===== src/hfps_pkg.sv =====
// hfps_pkg: constants and types for the hop frame power sequencer
// assumes a 100 MHz device clock; all counts derived from it here
package hfps_pkg;
  // clock rate in MHz
  localparam int CLK_MHZ = 100;
  // guard between hop edge and rx analog power, in ns
  localparam int GUARD_NS = 150;
  // guard rounds up to whole cycles (least time)
  localparam int GUARD_CYC_I = (GUARD_NS * CLK_MHZ + 999) / 1000;
  localparam logic [15:0] GUARD_CYC = 16'(GUARD_CYC_I);
  // synth retune times at a 100 MHz device clock, in us
  localparam int RETUNE_FAST_US = 27;
  localparam int RETUNE_NORM_US = 185;
  localparam logic [15:0] RETUNE_FAST_CYC = 16'(RETUNE_FAST_US * CLK_MHZ);
  localparam logic [15:0] RETUNE_NORM_CYC = 16'(RETUNE_NORM_US * CLK_MHZ);
  // monitor receiver latencies, in us
  localparam int MON_ON_NB_US = 8;
  localparam int MON_ON_WB_US = 9;
  localparam int MON_OFF_NB_US = 6;
  localparam int MON_OFF_WB_US = 5;
  localparam logic [15:0] MON_ON_NB_CYC = 16'(MON_ON_NB_US * CLK_MHZ);
  localparam logic [15:0] MON_ON_WB_CYC = 16'(MON_ON_WB_US * CLK_MHZ);
  localparam logic [15:0] MON_OFF_NB_CYC = 16'(MON_OFF_NB_US * CLK_MHZ);
  localparam logic [15:0] MON_OFF_WB_CYC = 16'(MON_OFF_WB_US * CLK_MHZ);
  // tx frame countdown load and restore values
  localparam logic [3:0] TX_CD_LOAD = 4'h3;
  localparam logic [3:0] TX_CD_IDLE = 4'h4;
  // least tx power frame delay
  localparam logic [3:0] TX_FRAMES_MIN = 4'h1;
  // register offsets
  localparam logic [3:0] REG_CTRL = 4'h0;
  localparam logic [3:0] REG_RX_DLY = 4'h1;
  localparam logic [3:0] REG_TX_DLY = 4'h2;
  localparam logic [3:0] REG_HOLD = 4'h3;
  localparam logic [3:0] REG_FRAMES = 4'h4;
  localparam logic [3:0] REG_STATUS = 4'h5;
  // control field positions
  localparam int CTRL_RETUNE = 0;
  localparam int CTRL_FAST = 1;
  localparam int CTRL_OSC_MUX = 2;
  localparam int CTRL_RX_ONLY = 3;
  localparam int CTRL_TX_ONLY = 4;
  localparam int CTRL_WIDEBAND = 5;
  // reset values
  localparam logic [15:0] RST_DLY = 16'h0000;
  localparam logic [5:0] RST_CTRL = 6'h00;
  localparam logic [3:0] RST_FRAMES = 4'h1;
  // rx front end sequence states
  typedef enum logic [1:0] {HFPS_RX_OFF, HFPS_RX_WAIT, HFPS_RX_ON} hfps_rx_t;
  // tx front end sequence states
  typedef enum logic [1:0] {HFPS_TX_OFF, HFPS_TX_WAIT, HFPS_TX_ON} hfps_tx_t;
endpackage


===== src/hfps_sequencer.sv =====
// hfps_sequencer: frame level front end power sequencer for hopping
// assumes hop, setup and monitor inputs already synchronous to i_clk_sys
`timescale 1ns/1ps
`default_nettype none
module hfps_sequencer (
  input wire logic i_clk_sys,
  input wire logic i_resetn,
  input wire logic i_hop,
  input wire logic i_rx_setup,
  input wire logic i_tx_setup,
  input wire logic i_monitor_rx_en,
  input wire logic [3:0] i_addr,
  input wire logic [15:0] i_wdata,
  input wire logic i_wr,
  input wire logic i_rd,
  output logic [15:0] o_rdata,
  output logic o_rx_analog_on,
  output logic o_rx_interface_on,
  output logic o_tx_analog_on,
  output logic o_tx_interface_on,
  output logic o_monitor_rx_on
);
  import hfps_pkg::*;

  // larger of two cycle counts
  function automatic logic [15:0] max16(input logic [15:0] a,
                                        input logic [15:0] b);
    max16 = (a > b) ? a : b;
  endfunction

  // software registers
  logic [5:0] ctrl, next_ctrl; // mode bits
  logic [15:0] rx_analog_on_delay, next_rx_analog_on_delay;
  logic [15:0] tx_analog_on_delay, next_tx_analog_on_delay;
  logic [15:0] interface_hold_delay, next_interface_hold_delay;
  logic [3:0] tx_frames, next_tx_frames; // programmed frame delay
  logic [15:0] rdata, next_rdata;

  // input history for edge detection
  logic hop_q, next_hop_q;
  logic txs_q, next_txs_q;
  logic hop_edge, txs_rise, txs_fall;

  // sequence state
  hfps_rx_t rx_st, next_rx_st;
  hfps_tx_t tx_st, next_tx_st;
  logic [15:0] rx_cnt, next_rx_cnt; // rx power wait
  logic [15:0] tx_cnt, next_tx_cnt; // tx power wait
  logic [15:0] hold_cnt, next_hold_cnt; // rx interface hold
  logic [3:0] tx_power_frame_countdown, next_tx_power_frame_countdown;
  logic tx_seen_rise, next_tx_seen_rise; // setup rise since last hop
  logic tx_armed, next_tx_armed; // sequence running
  logic tx_extra, next_tx_extra; // extra frame pending (osc mux)
  logic tx_if, next_tx_if;
  logic rx_if, next_rx_if;
  logic [15:0] mon_cnt, next_mon_cnt;
  logic mon_on, next_mon_on;

  // derived timing
  logic [15:0] synth_retune_time;
  logic [15:0] rx_wait, tx_wait;
  logic [3:0] tx_frames_eff;
  logic [15:0] mon_on_lat, mon_off_lat;

  // edges of the sampled inputs
  always_comb begin
    hop_edge = i_hop & ~hop_q;
    txs_rise = i_tx_setup & ~txs_q;
    txs_fall = ~i_tx_setup & txs_q;
  end

  // delay selection
  always_comb begin
    // retune time at the 100 MHz clock, fast or normal
    synth_retune_time = ctrl[CTRL_FAST] ? RETUNE_FAST_CYC
                                        : RETUNE_NORM_CYC;
    // rx never sooner than the guard
    rx_wait = max16(rx_analog_on_delay, GUARD_CYC);
    // tx has no floor; rx is already off when tx starts
    tx_wait = tx_analog_on_delay;
    if (ctrl[CTRL_RETUNE]) begin
      rx_wait = max16(synth_retune_time, rx_wait);
      tx_wait = max16(synth_retune_time, tx_wait);
    end
    // frames above one only for tx only; zero reads as one
    if (!ctrl[CTRL_TX_ONLY] || tx_frames == 4'h0) begin
      tx_frames_eff = TX_FRAMES_MIN;
    end else begin
      tx_frames_eff = tx_frames;
    end
    mon_on_lat = ctrl[CTRL_WIDEBAND] ? MON_ON_WB_CYC : MON_ON_NB_CYC;
    mon_off_lat = ctrl[CTRL_WIDEBAND] ? MON_OFF_WB_CYC
                                      : MON_OFF_NB_CYC;
  end

  // register port: writes and one-cycle-late reads
  always_comb begin
    next_ctrl = ctrl;
    next_rx_analog_on_delay = rx_analog_on_delay;
    next_tx_analog_on_delay = tx_analog_on_delay;
    next_interface_hold_delay = interface_hold_delay;
    next_tx_frames = tx_frames;
    next_rdata = 16'h0000;
    if (i_wr) begin
      case (i_addr)
        REG_CTRL: next_ctrl = i_wdata[5:0];
        REG_RX_DLY: next_rx_analog_on_delay = i_wdata;
        REG_TX_DLY: next_tx_analog_on_delay = i_wdata;
        REG_HOLD: next_interface_hold_delay = i_wdata;
        REG_FRAMES: next_tx_frames = i_wdata[3:0];
        default: ; // unmapped writes ignored
      endcase
    end
    if (i_rd) begin
      case (i_addr)
        REG_CTRL: next_rdata = {10'h000, ctrl};
        REG_RX_DLY: next_rdata = rx_analog_on_delay;
        REG_TX_DLY: next_rdata = tx_analog_on_delay;
        REG_HOLD: next_rdata = interface_hold_delay;
        REG_FRAMES: next_rdata = {12'h000, tx_frames};
        // live state for software
        REG_STATUS: next_rdata = {7'h00, tx_power_frame_countdown,
                                  mon_on, rx_if, tx_if,
                                  o_tx_analog_on, o_rx_analog_on};
        default: next_rdata = 16'h0000; // unmapped reads zero
      endcase
    end
  end

  // register storage
  always_ff @(posedge i_clk_sys) begin
    if (!i_resetn) begin
      ctrl <= RST_CTRL;
      rx_analog_on_delay <= RST_DLY;
      tx_analog_on_delay <= RST_DLY;
      interface_hold_delay <= RST_DLY;
      tx_frames <= RST_FRAMES;
      rdata <= 16'h0000;
    end else begin
      ctrl <= next_ctrl;
      rx_analog_on_delay <= next_rx_analog_on_delay;
      tx_analog_on_delay <= next_tx_analog_on_delay;
      interface_hold_delay <= next_interface_hold_delay;
      tx_frames <= next_tx_frames;
      rdata <= next_rdata;
    end
  end

  // sequencing next state
  always_comb begin
    next_hop_q = i_hop;
    next_txs_q = i_tx_setup;
    next_rx_st = rx_st;
    next_tx_st = tx_st;
    next_rx_cnt = rx_cnt;
    next_tx_cnt = tx_cnt;
    next_hold_cnt = hold_cnt;
    next_tx_power_frame_countdown = tx_power_frame_countdown;
    next_tx_seen_rise = tx_seen_rise | txs_rise;
    next_tx_armed = tx_armed;
    next_tx_extra = tx_extra;
    next_tx_if = tx_if;
    next_rx_if = rx_if;
    next_mon_cnt = mon_cnt;
    next_mon_on = mon_on;

    // interface start: falling edge in mux mode, rising edge otherwise
    if (ctrl[CTRL_OSC_MUX] ? txs_fall : txs_rise) begin
      next_tx_if = 1'b1;
    end

    // rx interface hold countdown after frame ends
    if (hold_cnt != 16'h0000) begin
      next_hold_cnt = hold_cnt - 16'h0001;
      if (hold_cnt == 16'h0001) begin
        next_rx_if = 1'b0;
      end
    end

    // wait counters toward analog power on
    case (rx_st)
      HFPS_RX_WAIT: begin
        if (rx_cnt <= 16'h0001) begin
          next_rx_st = HFPS_RX_ON;
        end else begin
          next_rx_cnt = rx_cnt - 16'h0001;
        end
      end
      default: ;
    endcase
    case (tx_st)
      HFPS_TX_WAIT: begin
        // rx must be off before tx starts
        if (tx_cnt == 16'h0000 && rx_st == HFPS_RX_OFF) begin
          next_tx_st = HFPS_TX_ON;
        end else if (tx_cnt != 16'h0000) begin
          next_tx_cnt = tx_cnt - 16'h0001;
        end
      end
      default: ;
    endcase

    // all frame level decisions happen on hop edges
    if (hop_edge) begin
      next_tx_seen_rise = txs_rise;
      // countdown: load on first high sample, then decrement
      if (!i_tx_setup && tx_power_frame_countdown == 4'h0) begin
        next_tx_power_frame_countdown = TX_CD_IDLE;
      end else if (i_tx_setup && tx_power_frame_countdown == TX_CD_IDLE) begin
        next_tx_power_frame_countdown = TX_CD_LOAD;
      end else if (tx_power_frame_countdown != 4'h0 &&
                   tx_power_frame_countdown != TX_CD_IDLE) begin
        next_tx_power_frame_countdown = tx_power_frame_countdown - 4'h1;
      end
      if (tx_st != HFPS_TX_OFF || tx_armed) begin
        // no setup rise during the last frame: tx goes down now
        if (!(tx_seen_rise | txs_rise)) begin
          next_tx_st = HFPS_TX_OFF;
          next_tx_armed = 1'b0;
          next_tx_if = 1'b0;
          next_tx_extra = 1'b0;
        end else if (tx_armed && tx_st == HFPS_TX_OFF) begin
          if (ctrl[CTRL_TX_ONLY] && tx_frames_eff != TX_FRAMES_MIN &&
              tx_power_frame_countdown > 4'h1) begin
            // still counting frames
          end else if (ctrl[CTRL_TX_ONLY] && ctrl[CTRL_OSC_MUX] &&
                       tx_frames_eff != TX_FRAMES_MIN && !tx_extra) begin
            next_tx_extra = 1'b1;
          end else begin
            next_tx_st = HFPS_TX_WAIT;
            next_tx_cnt = tx_wait;
          end
        end
      end else if (tx_seen_rise | txs_rise) begin
        // first setup rise seen during previous frame
        next_tx_armed = 1'b1;
      end
      // rx: always powered down on hop edge, rx frame follows rx setup
      next_rx_st = HFPS_RX_OFF;
      if (rx_if && !i_rx_setup) begin
        if (ctrl[CTRL_RX_ONLY] && interface_hold_delay != 16'h0000) begin
          next_hold_cnt = interface_hold_delay;
        end else begin
          next_rx_if = 1'b0;
        end
      end
      if (i_rx_setup && !(tx_armed | tx_seen_rise | txs_rise)) begin
        next_rx_st = HFPS_RX_WAIT;
        next_rx_cnt = rx_wait;
        next_rx_if = 1'b1;
        next_hold_cnt = 16'h0000;
      end
    end

    // monitor receiver follows host enable with latency
    if (mon_cnt != 16'h0000) begin
      next_mon_cnt = mon_cnt - 16'h0001;
      if (mon_cnt == 16'h0001) begin
        next_mon_on = i_monitor_rx_en;
      end
    end else if (i_monitor_rx_en != mon_on) begin
      next_mon_cnt = i_monitor_rx_en ? mon_on_lat : mon_off_lat;
    end
  end

  // sequencing state registers
  always_ff @(posedge i_clk_sys) begin
    if (!i_resetn) begin
      hop_q <= 1'b0;
      txs_q <= 1'b0;
      rx_st <= HFPS_RX_OFF;
      tx_st <= HFPS_TX_OFF;
      rx_cnt <= 16'h0000;
      tx_cnt <= 16'h0000;
      hold_cnt <= 16'h0000;
      tx_power_frame_countdown <= TX_CD_IDLE;
      tx_seen_rise <= 1'b0;
      tx_armed <= 1'b0;
      tx_extra <= 1'b0;
      tx_if <= 1'b0;
      rx_if <= 1'b0;
      mon_cnt <= 16'h0000;
      mon_on <= 1'b0;
    end else begin
      hop_q <= next_hop_q;
      txs_q <= next_txs_q;
      rx_st <= next_rx_st;
      tx_st <= next_tx_st;
      rx_cnt <= next_rx_cnt;
      tx_cnt <= next_tx_cnt;
      hold_cnt <= next_hold_cnt;
      tx_power_frame_countdown <= next_tx_power_frame_countdown;
      tx_seen_rise <= next_tx_seen_rise;
      tx_armed <= next_tx_armed;
      tx_extra <= next_tx_extra;
      tx_if <= next_tx_if;
      rx_if <= next_rx_if;
      mon_cnt <= next_mon_cnt;
      mon_on <= next_mon_on;
    end
  end

  // outputs from flops; analog enables decoded from the state flops
  assign o_rdata = rdata;
  assign o_rx_analog_on = (rx_st == HFPS_RX_ON);
  assign o_tx_analog_on = (tx_st == HFPS_TX_ON);
  assign o_rx_interface_on = rx_if;
  assign o_tx_interface_on = tx_if;
  assign o_monitor_rx_on = mon_on;
endmodule
`default_nettype wire


===== config.mk =====
export PLATFORM = sky130hd
export DESIGN_NAME = hfps_sequencer
export DESIGN_NICKNAME = d
export VERILOG_FILES = /design/src/hfps_pkg.sv /design/src/hfps_sequencer.sv
export SDC_FILE = /design/constraint.sdc
export NUM_CORES = 1
export LEC_CHECK = 0
export BUFFER_PORTS_ARGS = -buffer_cell sky130_fd_sc_hd__buf_4
export CAP_MARGIN = 20
export CORE_MARGIN = 3
export CORE_UTILIZATION = 68
export CTS_BUF_LIST = sky130_fd_sc_hd__clkbuf_8
export CTS_CLUSTER_DIAMETER = 30
export DETAILED_ROUTE_END_ITERATION = 8
export MAX_ROUTING_LAYER = met4
export PLACE_DENSITY = 0.88
export SLEW_MARGIN = 20
export SYNTH_ARGS = -nofsm -noshare
export SYNTH_HDL_FRONTEND = slang
export SYNTH_SLANG_ARGS = --single-unit

===== constraint.sdc =====
create_clock -name i_clk_sys -period 6.95 [get_ports i_clk_sys]
set_input_delay 1.39 -clock i_clk_sys [delete_from_list [all_inputs] [get_ports i_clk_sys]]
set_output_delay 1.39 -clock i_clk_sys [all_outputs]
set_load 0.01 [all_outputs]

Word-level counts from Yosys, hierarchy flattened
Index checks and enable logic that the tools add are counted.
- bits of input ports: 28
- bits in registers: 154
- logic and storage cells: 172
- output and inout bits: 21
- muxes and demuxes: 65
- equality and inequality tests: 19
- $add $sub $neg: 5
- $lt $le $gt $ge: 5
- reductions and logical operators: 48
- bitwise gates (word level): 9
- operator list (kind ; number):
    $mux W16 ; 25
    $pmux W16 S6 ; 1
    $reduce_bool A16 Y1 ; 4
    $sub A16 B1 Y16 const B ; 4
    $eq A16 B1 Y1 const B ; 2
    $gt A15 B16 Y1 ; 2
    $mux W2 ; 11
    $mux W1 ; 20
    $mux W10 ; 2
    $reduce_and A2 Y1 ; 9
    $gt A16 B4 Y1 const B ; 1
    $le A16 B1 Y1 const B ; 1
    $logic_not A16 Y1 ; 1
    $mux W4 ; 4
    $mux W15 ; 1
    $logic_and A1 B1 Y1 ; 13
    $eq A4 B3 Y1 const B ; 3
    $logic_not A4 Y1 ; 3
    $reduce_bool A2 Y1 ; 5
    $eq A4 B2 Y1 const B ; 2
    $mux W8 ; 1
    $ne A2 B2 Y1 const B ; 4
    $logic_not A1 Y1 ; 5
    $reduce_and A5 Y1 ; 1
    other kinds (16) ; 26

Longest topological paths before layout
- word-level depth: 12
- mapped depth: 11
- mapped depth without buffers: 10

Least setup slack after synthesis
Ideal clock, no wire load.
- path kind: register to register
- from: reg ctrl[1]
- to: reg rx_cnt[2]
- slack: 3805 ps
- arrival: 3011 ps
- clock period less this slack: 3145 ps
- path buffers: 1
- data required time: 6816 ps
- library setup time: 134 ps
- stages on the path, launching flop included: 10
- cells stage by stage: dfxtp_1 -> inv_1 -> ha_1 -> or4b_1 -> or4_1 -> or4_1 -> o211a_2 -> buf_2 -> o41ai_1 -> a21oi_1
- word-level cells in the longest chain between the ends: 6
- ends and longest elaborated chain (item ; RTL line ; text):
    from (decl) ; hfps_sequencer.sv:32 ; logic [5:0] ctrl, next_ctrl;
    from (signal assigned) ; hfps_sequencer.sv:140 ; ctrl <= next_ctrl;
    $mux W15 ; hfps_sequencer.sv:75 ; synth_retune_time = ctrl[CTRL_FAST] ? RETUNE_FAST_CYC
    $gt A15 B16 Y1 ; hfps_sequencer.sv:28 ; max16 = (a > b) ? a : b;
    $mux W16 ; hfps_sequencer.sv:28 ;
    $mux W16 ; hfps_sequencer.sv:81 ; if (ctrl[CTRL_RETUNE]) begin
    $mux W16 ; hfps_sequencer.sv:247 ; if (i_rx_setup && !(tx_armed | tx_seen_rise | txs_rise)) begin
    $mux W16 ; hfps_sequencer.sv:204 ; if (hop_edge) begin
    to (signal assigned) ; hfps_sequencer.sv:289 ; rx_cnt <= next_rx_cnt;
    to (decl) ; hfps_sequencer.sv:47 ; logic [15:0] rx_cnt, next_rx_cnt;
Every way passes these cells.
A chain may end at the register's enable or synchronous reset.

Worst setup path after layout
- from: reg ctrl[1]
- to: reg rx_cnt[11]
The elaborated chain is that of the path after synthesis.

==> impl_metrics.yaml <==
logic_synthesis:
  synth.top_cells.by_count: "nand2_1 (165), dfxtp_1 (154), a21oi_1 (105)"
  synth-async-reset-ratio: 0
  synth-seq-cells: 154
  yosysWarnings: 0
  synth-edff-count: 0
  syn_avg_cell_area_sq_um: 7.95
  seq_area_frac_synth: 0.398
  yosysMostFrequentCell: "nand2_1"
  synth_top_area_frac: 0.398
  synthTopCellsByArea: "dfxtp_1 (40%), nand2_1 (8.0%), a21oi_1 (6.8%)"
  mappedNetlistArea_sq_um: 7740
  dominantRegCellSynth: "dfxtp_1"
  synth_nets: 1027
  yosysUniqueCellTypes: 59
  yosys.area.top_type: "dfxtp_1"
  netlist_instances: 974
grt:
  gr-total-overflow: 0
  grt_pass1_vias: 7108
  antenna_found_initial: 0
  grt_usage: 0.354
  grt_max_degree: 102
  grt_pass1_wl_microns: 35300
worst_setup_path:
  startpoint_type: "flop"
  r2r_cells: 8
  end_kind: "flop"
  arrival_ns: 4.09
  path_class: "flop to flop"
  cp.required_ns: 7.31
  cp_max_fo: 16
flow_run:
  max_cap_violations: 0
pwr:
  powerDensity_nw_per_um2: 299
  power.total_mw: 2.58
  ir_worst_vdd_v: 0.000273
  power.leakage_nw: 3.20
drt:
  wl_per_cell_microns: 18.8
  viasPerCell: 6.60
  drtIter0Drc: 958
  drtPass1Iterations: 7
  antenna_left: 0
  wirelength_microns: 21500
  drc_errors: 0
  vias: 7559
placement:
  dpl-instance-area_sq_um: 8120
  dp.final_hpwl_microns: 14900
  placed_cells: 1115
  numPortBuffers: 48
  globalplace.congestion: 0.954
finish:
  syn2layout_area_growth_pct: 11.4
  drive_above_1_share: 0.0994
  multi_input_area_sq_um: 4350
  register_area_sq_um: 3080
  final_cells: 1146
  fin_util: 0.785
  final_area_sq_um: 8620
  fillers: 799
  diodes: 0
  nNetsFinal: 1047
clock_tree:
  clkSlewWorstSetupHoldPaths_ns: 0.08
  numClockSinks: 154
  postCtsSetupBuffers: 0
  cts_buffers: 17
  clock-root-buffer: "clkbuf_8"
  clkLatencyLatePin_ns: 0.46
  cts_resized: 0
  htree_levels: 4
  cts_hold_buffers: 0
  cts_tree: "done"
  clock_path_buffers: 2
die:
  fp.dieArea_sq_um: 12700
  initial_core_util: 0.705
  num_rows: 38
  dieWidth_microns: 113
  die_height_microns: 113
  io_pins: 49
  core-area_sq_um: 11000
timing:
  tightest_slew_ns: 1.11
  fin_crit_ns: 3.73
  hold_violations: 0
  fin_setup_tns_ns: 0
  slew_violations: 0
  rsz0062_at_grt: "false"
  clock.fmax_ghz: 0.268
  setup_viol: 0
  min_period_over_period: 0.537
  slew_headroom: 0.262
  fin_skew_ns: 0.0121
min_path:
  holdCritPathClass: "flop to flop"
  min_path_cells: 2
status:
  status: "finished clean"
final timing paths:
kind	start	end	slack, ns
worst min-delay path	hold_cnt[11]	hold_cnt[11]	0.49
worst max-delay path	ctrl[1]	rx_cnt[11]	3.22
worst min register to register	hold_cnt[11]	hold_cnt[11]	0.49
worst max register to register	ctrl[1]	rx_cnt[11]	3.22
layer usage:
metal | global-route usage | vias to the layer above | wire length [microns]
met5 | - | - | 0
met4 | 0.167 | 0 | 961
met3 | 0.0819 | 98 | 2040
met2 | 0.549 | 404 | 9960
met1 | 0.438 | 3517 | 8570
li1 | - | 3540 | -
state kept, by name, indices dropped and copies added, names as in the netlist, 2 cells and up:
name                      count
tx_st                         2
mon_cnt                      16
rx_analog_on_delay           16
tx_cnt                       16
tx_analog_on_delay           16
rx_st                         2
interface_hold_delay         16
rx_cnt                       16
tx_power_frame_countdown      4
hold_cnt                     16
ctrl                          6
o_rdata                      16
tx_frames                     4
kinds of logic (layout without fill, tap and decap cells):
group           after synthesis  after routing  synth area share
buf+inv                      82            114            0.0401
compound gates              250            250             0.202
flops                       154            154             0.398
mux                           9              9            0.0123
simple gates                409            409             0.256
xor+xnor                     45             45            0.0509
fa+ha+maj                    25             25            0.0404
cells in the final DEF (no fill, tap or decap), types with 6 or more instances in the layout:
cell type,synthesis,final
inv_1,31,30
ha_1,25,25
a31oi_1,13,13
o21ai_0,40,39
nor2_1,66,66
nand4_1,7,7
mux2i_1,8,8
nand2_1,165,165
bufinv_16,0,7
buf_4,0,52
nand3b_1,7,7
nand3_1,37,37
nor4_1,28,27
nor2b_1,16,16
a211oi_1,13,13
a22oi_1,24,24
a21oi_1,105,105
xnor2_1,26,26
and2_1,7,7
or4_1,9,9
xor2_1,19,19
or3_1,11,11
dfxtp_1,154,154
clkbuf_8,0,19
nand2b_1,7,7
nor3_1,22,22
a311oi_1,6,6
per-stage QoR:
step / setup slack (ns) / hold slack, ns
final: 3.22 / 0.491
after global routing: 3.05 / 0.507
after detailed placement: 3.40 / 0.475
after global placement: 3.48 / 0.463
after CTS: 3.29 / 0.491
after floorplan: 3.80 / 0.445
critical path, cell delays in order, from the launching register on:
cell	delay, ns
dfxtp_1	0.70
inv_1	0.23
ha_1	0.33
or4b_1	0.48
or4_1	0.59
or4_1	0.51
o211a_2	0.27
nand2b_1	0.23
o221a_2	0.27
power breakdown:
part / total, mW / internal (mW) / switching [mW] / leakage [nW]
clock: 0.852 / 0.516 / 0.336 / 0.248
combinational: 0.662 / 0.271 / 0.392 / 1.70
sequential: 1.07 / 0.973 / 0.0932 / 1.25
total: 2.58 / 1.76 / 0.820 / 3.20
area by class of cell:
class                   instances  area share
multi-input cells             738       0.505
clock buffers                  19      0.0303
well taps                     140      0.0203
repair buffers                 52      0.0453
inverters                      31      0.0135
flip-flops and latches        154       0.358
clock inverters                12      0.0283
No activity file was read; power rests on OpenSTA's default activity.
